===== src/include/drive_map_pkg.sv =====
/*
 Register map, field positions, message codes and timing counts for the
 drive network command mapper. Assumes a 100 MHz core clock.
*/
package drive_map_pkg;
    localparam int CLK_HZ = 100_000_000;
    localparam int SLOW_SAMPLE_MS = 100;
    localparam int FAST_SAMPLE_MS = 20;
    localparam int SLOW_SAMPLE_CYC = CLK_HZ / 1000 * SLOW_SAMPLE_MS;
    localparam int FAST_SAMPLE_CYC = CLK_HZ / 1000 * FAST_SAMPLE_MS;
    localparam int CNT_W = 24;

    // register numbers (attribute numbers)
    localparam logic [7:0] REG_STATUS = 8'h00;
    localparam logic [7:0] REG_SEL_SPEED = 8'h01;
    localparam logic [7:0] REG_MOTOR_SPEED = 8'h05;
    localparam logic [7:0] REG_RUN_CTRL = 8'h20;
    localparam logic [7:0] REG_NET_SPEED = 8'h21;

    // explicit path and service codes
    localparam logic [7:0] OBJ_CLASS = 8'hB9;
    localparam logic [7:0] OBJ_INSTANCE = 8'h01;
    localparam logic [7:0] SVC_GET = 8'h0A;
    localparam logic [7:0] SVC_SET = 8'h10;

    // control word fields
    localparam int CW_START = 0;
    localparam int CW_RUN_PERMIT = 1;
    localparam int CW_TUNE_LOAD = 2;

    // status word fields
    localparam int SW_READY = 0;
    localparam int SW_RUNNING = 1;
    localparam int SW_FAULT = 2;
    localparam int SW_FUNC_LOSS = 12;

    localparam logic [1:0] CTRL_SRC_OPTION = 2'h2;
    localparam logic [15:0] SPEED_MAX = 16'h0FFF;
    localparam logic [15:0] WORD_ZERO = 16'h0000;

    // explicit answer codes
    localparam logic [1:0] ANS_OK = 2'h0;
    localparam logic [1:0] ANS_BAD_PATH = 2'h1;
    localparam logic [1:0] ANS_BAD_SVC = 2'h2;
    localparam logic [1:0] ANS_READ_ONLY = 2'h3;
endpackage : drive_map_pkg


===== src/logic/drive_net_command_mapper.sv =====
/*
 Network option card command mapper: turns bit-strobe broadcasts, poll
 control words and explicit get/set requests into drive register traffic
 and gates transfers to the regulator.
 Assumes message decode upstream delivers one-cycle request strobes and
 that the drive side presents its status and terminal inputs as levels.
*/
`timescale 1ns/100ps
`default_nettype none

// Function
// RULE_01: own strobe bit one sets start, permit
// RULE_02: own strobe bit zero stops the drive
// RULE_03: empty strobe acts as zero bit
// RULE_04: master keeps poll connection alive
// RULE_05: regulator samples control every 100/20 ms
// RULE_06: explicit access all registers except control
// RULE_07: path class 185, instance 1, attribute=register
// RULE_08: get service 10, set service 16
// RULE_09: regulator transfer needs option source and poll
// RULE_10: explicit preload allowed before poll exists
// RULE_11: explicit control write with tune bit transfers
// RULE_12: scanner prefers poll for tune load
// RULE_13: ready needs no fault, permit, panel, loss
// RULE_14: control bit 1 is run permit
// RULE_15: selected reference clamped to 0..4095
// RULE_16: controller checks ready before start
// RULE_17: controller starts by edge, stops by permit
// RULE_18: tune bit makes drive accept parameters
// RULE_19: network speed ref sets speed remotely
// RULE_20: status low half run state, high terminals
// RULE_21: strobe bit position equals node address
module drive_net_command_mapper
    import drive_map_pkg::*;
(
    input wire logic CLOCK_I, // 100 MHz clock
    input wire logic RESET_I, // synchronous reset, high
    input wire logic [5:0] NODE_ADDR_I, // network node address
    input wire logic STROBE_VALID_I, // bit-strobe message pulse
    input wire logic [63:0] STROBE_BITS_I, // bit-strobe payload
    input wire logic [3:0] STROBE_LEN_I, // payload byte count
    input wire logic POLL_ACTIVE_I, // poll connection active
    input wire logic POLL_VALID_I, // poll command pulse
    input wire logic [15:0] POLL_CTRL_I, // poll control word
    input wire logic [15:0] POLL_SPEED_I, // poll speed reference
    input wire logic EXP_VALID_I, // explicit request pulse
    input wire logic [7:0] EXP_SERVICE_I, // service code
    input wire logic [7:0] EXP_CLASS_I, // object class
    input wire logic [7:0] EXP_INSTANCE_I, // object instance
    input wire logic [7:0] EXP_ATTR_I, // attribute = register
    input wire logic [15:0] EXP_WDATA_I, // write data
    input wire logic [1:0] CTRL_SOURCE_I, // control-source parameter
    input wire logic TUNING_WRITE_I, // tune data being written
    input wire logic FAULT_ACTIVE_I, // drive fault
    input wire logic RUNNING_I, // drive running
    input wire logic PANEL_STOP_I, // panel stop key pressed
    input wire logic FUNC_LOSS_CLOSED_I, // function loss input closed
    input wire logic [7:0] RUN_STATUS_I, // other run-time status
    input wire logic [3:0] TERMINALS_I, // terminal inputs
    input wire logic [15:0] SPEED_SOURCE_I, // raw selected reference
    input wire logic [15:0] MOTOR_SPEED_I, // scaled output speed
    output logic EXP_DONE_O, // explicit answer pulse
    output logic [1:0] EXP_STATUS_O, // explicit answer code
    output logic [15:0] EXP_RDATA_O, // explicit read data
    output logic [15:0] REG_CTRL_O, // control word to regulator
    output logic [15:0] REG_SPEED_O, // speed ref to regulator
    output logic REG_SAMPLE_O, // regulator sample pulse
    output logic TUNE_TRANSFER_O, // tune/config transfer pulse
    output logic [15:0] STATUS_WORD_O // drive status word
);
    logic [15:0] run_control_word;
    logic [15:0] net_speed_torque_ref;
    logic [15:0] drive_status_word;
    logic [15:0] selected_speed_ref;
    logic [15:0] motor_speed_readout;
    logic [CNT_W-1:0] sample_count;
    logic own_bit;
    logic path_ok;
    logic xfer_ok;
    logic [15:0] read_value;
    logic ctrl_write;
    logic speed_write;

    function automatic logic readable(input logic [7:0] r);
        readable = (r == REG_STATUS) || (r == REG_SEL_SPEED)
            || (r == REG_MOTOR_SPEED) || (r == REG_NET_SPEED);
    endfunction : readable

    // set request on a valid path to one given register
    function automatic logic set_hit(input logic [7:0] svc,
        input logic path, input logic [7:0] attr, input logic [7:0] r);
        set_hit = path && (svc == SVC_SET) && (attr == r);
    endfunction : set_hit

    // empty payload counts as zero bit
    assign own_bit = (STROBE_LEN_I != 4'h0) && STROBE_BITS_I[NODE_ADDR_I]; // RULE_03 RULE_21
    assign path_ok = (EXP_CLASS_I == OBJ_CLASS)
        && (EXP_INSTANCE_I == OBJ_INSTANCE); // RULE_07
    assign xfer_ok = (CTRL_SOURCE_I == CTRL_SRC_OPTION) && POLL_ACTIVE_I; // RULE_09
    // explicit control write only while no poll owns the word
    assign ctrl_write = EXP_VALID_I && !POLL_ACTIVE_I
        && set_hit(EXP_SERVICE_I, path_ok, EXP_ATTR_I, REG_RUN_CTRL);
    assign speed_write = EXP_VALID_I
        && set_hit(EXP_SERVICE_I, path_ok, EXP_ATTR_I, REG_NET_SPEED);

    // run control word: strobe overrides poll in the same cycle
    always_ff @(posedge CLOCK_I)
    begin
        if (RESET_I)
            run_control_word <= WORD_ZERO;
        else if (STROBE_VALID_I)
        begin
            if (own_bit)
            begin
                run_control_word[CW_START] <= 1'b1; // RULE_01
                run_control_word[CW_RUN_PERMIT] <= 1'b1; // RULE_01 RULE_14
            end
            else
            begin
                run_control_word[CW_START] <= 1'b0; // RULE_02
                run_control_word[CW_RUN_PERMIT] <= 1'b0; // RULE_02
            end
        end
        else if (POLL_VALID_I)
            run_control_word <= POLL_CTRL_I;
        else if (ctrl_write)
            run_control_word <= EXP_WDATA_I;
    end

    // network speed reference: poll or explicit preload
    always_ff @(posedge CLOCK_I)
    begin
        if (RESET_I)
            net_speed_torque_ref <= WORD_ZERO;
        else if (POLL_VALID_I)
            net_speed_torque_ref <= POLL_SPEED_I;
        else if (speed_write)
            net_speed_torque_ref <= EXP_WDATA_I; // RULE_10 RULE_06
    end

    // status, reference and speed readouts
    always_ff @(posedge CLOCK_I)
    begin
        if (RESET_I)
        begin
            drive_status_word <= WORD_ZERO;
            selected_speed_ref <= WORD_ZERO;
            motor_speed_readout <= WORD_ZERO;
        end
        else
        begin
            drive_status_word <= {3'h0, FUNC_LOSS_CLOSED_I, TERMINALS_I,
                RUN_STATUS_I[7:3], FAULT_ACTIVE_I, RUNNING_I,
                !FAULT_ACTIVE_I && run_control_word[CW_RUN_PERMIT]
                && !PANEL_STOP_I && FUNC_LOSS_CLOSED_I}; // RULE_13 RULE_20
            selected_speed_ref <= (SPEED_SOURCE_I > SPEED_MAX)
                ? SPEED_MAX : SPEED_SOURCE_I; // RULE_15
            motor_speed_readout <= MOTOR_SPEED_I;
        end
    end

    always_comb
    begin
        case (EXP_ATTR_I)
            REG_STATUS: read_value = drive_status_word;
            REG_SEL_SPEED: read_value = selected_speed_ref;
            REG_MOTOR_SPEED: read_value = motor_speed_readout;
            REG_NET_SPEED: read_value = net_speed_torque_ref;
            default: read_value = WORD_ZERO;
        endcase
    end

    // explicit answers
    always_ff @(posedge CLOCK_I)
    begin
        if (RESET_I)
        begin
            EXP_DONE_O <= 1'b0;
            EXP_STATUS_O <= ANS_OK;
            EXP_RDATA_O <= WORD_ZERO;
        end
        else
        begin
            EXP_DONE_O <= EXP_VALID_I;
            if (EXP_VALID_I)
            begin
                EXP_RDATA_O <= WORD_ZERO;
                if (!path_ok)
                    EXP_STATUS_O <= ANS_BAD_PATH; // RULE_07
                else if (EXP_SERVICE_I == SVC_GET)
                begin
                    if (readable(EXP_ATTR_I)) // RULE_06 RULE_08
                    begin
                        EXP_STATUS_O <= ANS_OK;
                        EXP_RDATA_O <= read_value;
                    end
                    else
                        EXP_STATUS_O <= ANS_BAD_PATH;
                end
                else if (EXP_SERVICE_I == SVC_SET)
                begin
                    if (EXP_ATTR_I == REG_NET_SPEED)
                        EXP_STATUS_O <= ANS_OK; // RULE_08
                    else if (EXP_ATTR_I == REG_RUN_CTRL && !POLL_ACTIVE_I)
                        EXP_STATUS_O <= ANS_OK;
                    else if (readable(EXP_ATTR_I)
                        || EXP_ATTR_I == REG_RUN_CTRL)
                        EXP_STATUS_O <= ANS_READ_ONLY; // RULE_06
                    else
                        EXP_STATUS_O <= ANS_BAD_PATH;
                end
                else
                    EXP_STATUS_O <= ANS_BAD_SVC; // RULE_08
            end
        end
    end

    // regulator sampling period
    always_ff @(posedge CLOCK_I)
    begin
        if (RESET_I)
        begin
            sample_count <= '0;
            REG_SAMPLE_O <= 1'b0;
        end
        else if (sample_count == CNT_W'(0))
        begin
            sample_count <= TUNING_WRITE_I
                ? CNT_W'(SLOW_SAMPLE_CYC - 1)
                : CNT_W'(FAST_SAMPLE_CYC - 1); // RULE_05
            REG_SAMPLE_O <= 1'b1;
        end
        else
        begin
            sample_count <= sample_count - CNT_W'(1);
            REG_SAMPLE_O <= 1'b0;
        end
    end

    // regulator inputs and tune transfer
    always_ff @(posedge CLOCK_I)
    begin
        if (RESET_I)
        begin
            REG_CTRL_O <= WORD_ZERO;
            REG_SPEED_O <= WORD_ZERO;
            TUNE_TRANSFER_O <= 1'b0;
            STATUS_WORD_O <= WORD_ZERO;
        end
        else
        begin
            STATUS_WORD_O <= drive_status_word;
            if (REG_SAMPLE_O && xfer_ok) // RULE_05 RULE_09
            begin
                REG_CTRL_O <= run_control_word;
                REG_SPEED_O <= net_speed_torque_ref; // RULE_19
            end
            TUNE_TRANSFER_O <= (POLL_VALID_I && xfer_ok
                && POLL_CTRL_I[CW_TUNE_LOAD]) // RULE_18
                || (ctrl_write && EXP_WDATA_I[CW_TUNE_LOAD]); // RULE_11
        end
    end
endmodule : drive_net_command_mapper

`default_nettype wire


===== config.mk =====
export PLATFORM = sky130hd
export DESIGN_NAME = drive_net_command_mapper
export DESIGN_NICKNAME = d
export VERILOG_FILES = /design/src/include/drive_map_pkg.sv /design/src/logic/drive_net_command_mapper.sv
export SDC_FILE = /design/constraint.sdc
export NUM_CORES = 1
export LEC_CHECK = 0
export ABC_AREA = 1
export BUFFER_PORTS_ARGS = -buffer_cell sky130_fd_sc_hd__buf_2
export CELL_PAD_IN_SITES_DETAIL_PLACEMENT = 1
export CELL_PAD_IN_SITES_GLOBAL_PLACEMENT = 2
export CORE_MARGIN = 4
export CORE_UTILIZATION = 27
export CTS_BUF_LIST = sky130_fd_sc_hd__clkbuf_8
export CTS_CLUSTER_DIAMETER = 50
export DETAILED_ROUTE_END_ITERATION = 16
export GPL_ROUTABILITY_DRIVEN = 1
export PLACE_DENSITY = 0.8
export SLEW_MARGIN = 40
export SYNTH_ARGS = -nofsm -noshare
export SYNTH_HDL_FRONTEND = slang
export SYNTH_SLANG_ARGS = --single-unit

===== constraint.sdc =====
create_clock -name CLOCK_I -period 1.9 [get_ports CLOCK_I]
set_input_delay 0.19 -clock CLOCK_I [delete_from_list [all_inputs] [get_ports CLOCK_I]]
set_output_delay 0.19 -clock CLOCK_I [all_outputs]
set_load 0.01 [all_outputs]

==> run metrics <==
Core Region=0.02801 mm²; routability congestion estimate=0.8410; Slew @ Worst Pin=0.5585 ns; largest net degree at the start of global routing=roughly 70; DRT Pass-1 Iters=4; sequential share of the synthesized area=43.23%; Final setup viols=0; Seq cells post-synth=167; Hold Vio Cnt, Final=0; Yosys cell types=between 40 and 50; Routed WL=29730 µm; CTS tree=built; Routed Antenna Nets=0; die span in y=177.2 µm; WP data required=2.28 ns; Placed Cells=1751; Worst Hold Slack=0.03750 ns; skew final=0.01932 ns; post-DP HPWL=approximately 22000 µm; syn avg cell area=roughly 6.9 µm²; initial antenna violation count=0; initial core utilization=27.61%; Horiz. Die Dim=177.2 µm; layout cells sized above 1=26.80%; Slew Limit Fails=0; RSZ-0062 raised after global routing=no; Worst slew margin=62.73%; first-pass GRT wire length=approximately 46000 µm; total die area=0.03142 mm²; Critical Setup Path Class=flip-flop to flip-flop; combined area of all synthesized cells=around 0.0077 mm²; Layout Cells excl Fill=between 1500 and 2000; CP arrival=around 2.1 ns; MaxCap Viol Count=0; critical path endpoint category=flip-flop; most frequent cells in the layout=294 x nand2_1, 272 x buf_2, 167 x dfxtp_1; Filler cells=3637; layout net count=between 1500 and 2000; CP startpoint kind=flip-flop; Post-synth EDFFs=0; most common cell after layout, fill and taps aside=nand2_1; Setup TNS Final=0 ns; worst skew pair latency=0.46 ns; CTS root buf=clkbuf_8; total congestion overflow=0; H-tree Lvls=4; Initial DRC Count=415; Final min period=1.701 ns; clk sinks=167; Hold Path Class=primary input to flip-flop; clk buf depth=2; # port buffers=273; via count=8307; PnR worst setup slack=0.1989 ns; outcome=finished, final reports clean; Max IR drop VDD=around 0.41 mV; leak pwr=5.130 nW; post-place setup slack=about 0.092 ns; cts bufs inserted=17; DRC=0; Synth area leader=dfxtp_1; I/O pin count=280; pwr dens=885.7 mW/mm²; GRT Total Usage=~19%; crit-path max FO=5; Async SR Flop Fraction=0%; top post-synthesis cells by area=dfxtp_1 43%, nand2_1 14%, nand3_1 8.9%; Syn Inst Count=1118; CTS clk-pin slew, worst paths=0.11 ns; # diodes=0; Synth top area share=43.23%; vias in the first global route=around 8600; fmax=587.9 MHz; Vias/cell=4.549; Std-Cell Rows=61; Avg WL per Cell=16.28 µm; Synth-to-Final Area Change=35.75%; synth warn=0; prevailing post-synth register cell=dfxtp_1; fin crit share=89.53%
[worst paths after layout]
path	start	end	slack, ns	cells past startpoint
max	sample_count[1]$_SDFF_PP0_	sample_count[23]$_SDFF_PP0_	0.20	9
min	EXP_VALID_I	EXP_STATUS_O[0]$_SDFFE_PP0P_	0.04	3
max reg2reg	sample_count[1]$_SDFF_PP0_	sample_count[23]$_SDFF_PP0_	0.20	9
min reg2reg	drive_status_word[5]$_SDFF_PP0_	STATUS_WORD_O[5]$_SDFF_PP0_	0.42	2
[state kept, by name (all words and copies together), names as in the netlist]
| register | cells |
|---|---|
| EXP_DONE_O | 1 |
| drive_status_word | 13 |
| EXP_RDATA_O | 16 |
| REG_SAMPLE_O | 1 |
| motor_speed_readout | 16 |
| run_control_word | 16 |
| sample_count | 24 |
| STATUS_WORD_O | 13 |
| EXP_STATUS_O | 2 |
| net_speed_torque_ref | 16 |
| TUNE_TRANSFER_O | 1 |
| selected_speed_ref | 16 |
| REG_SPEED_O | 16 |
| REG_CTRL_O | 16 |
[through the flow]
step                total power [W]  instance area [µm²]  util [%]
global placement           0.006564                 9628     34.37
global route               0.009982                10500     37.48
floorplan                  0.005714                 7756         -
detailed placement         0.006639                 9628     34.37
finish                     0.009299                10500     37.48
CTS                        0.009331                10470     37.38
[worst max-delay path, cell delays in order (launching register included)]
cell	delay, ns
dfxtp_1	0.33
inv_1	0.09
ha_1	0.14
inv_1	0.04
nor4_2	0.31
nand3_1	0.18
buf_4	0.19
nor2_1	0.14
nand2_1	0.12
o21ai_0	0.09
[where the power goes]
group / switching (W) / internal [W] / total, W / leakage [nW]
Clock: 0.00158 / 0.00101 / 0.00259 / 0.196
Sequential: 0.000243 / 0.00383 / 0.00407 / 1.37
Combinational: 0.00160 / 0.00103 / 0.00263 / 3.56
[cells in the mapped netlist, types with 5 or more instances]
cell      number
o21ai_0       34
dfxtp_1      167
a21boi_0      13
inv_1        110
buf_2         11
a22oi_2        8
nor2_2         7
nand4_1       18
nor3_1         9
buf_1          6
buf_4          5
nor4_1         6
a22oi_1        5
clkbuf_1      36
nand2_1      295
nand3_1      137
a21oi_1       77
nor2_1       123
[routing by layer]
metal	vias up	part of all wire [%]	track usage (%)	wire length [µm]
met5	-	0	0	0
met4	0	1.7	4.803	518
met3	25	5.2	4.209	1551
met2	159	50	32.65	14870
met1	3909	43	22.84	12790
li1	4214	-	-	-
[repair_timing]
item | 4_1_cts | 5_1_grt
hold buffers | 43 | 0
buffers inserted | 0 | 0
resized for setup | 0 | 8
hold endpoints to repair | 42 | 0
endpoints found under the setup margin | 0 | 6
[cell families after synthesis]
kind of cell	synth area share, %
adders and majority gates	0.3235
buffers and inverters	9.513
DFF	43.23
xor gates and xnor gates	0.7928
and+or+nand+nor	34.83
other	0.04849
AOI/OAI and AO/OA	11.26
[final cells by class]
type                       instances  area [µm²]  share of cell area, %
clock buffer                      17       234.0                  2.229
inverter                         114       427.9                  4.076
tap                              378       473.0                  4.505
timing repair buffer             354        2135                  20.33
sequential                       167        3343                  31.84
clock inverter                    15       177.7                  1.692
multi-input combinational        781        3709                  35.32
Power figures use the tool's default switching activity.
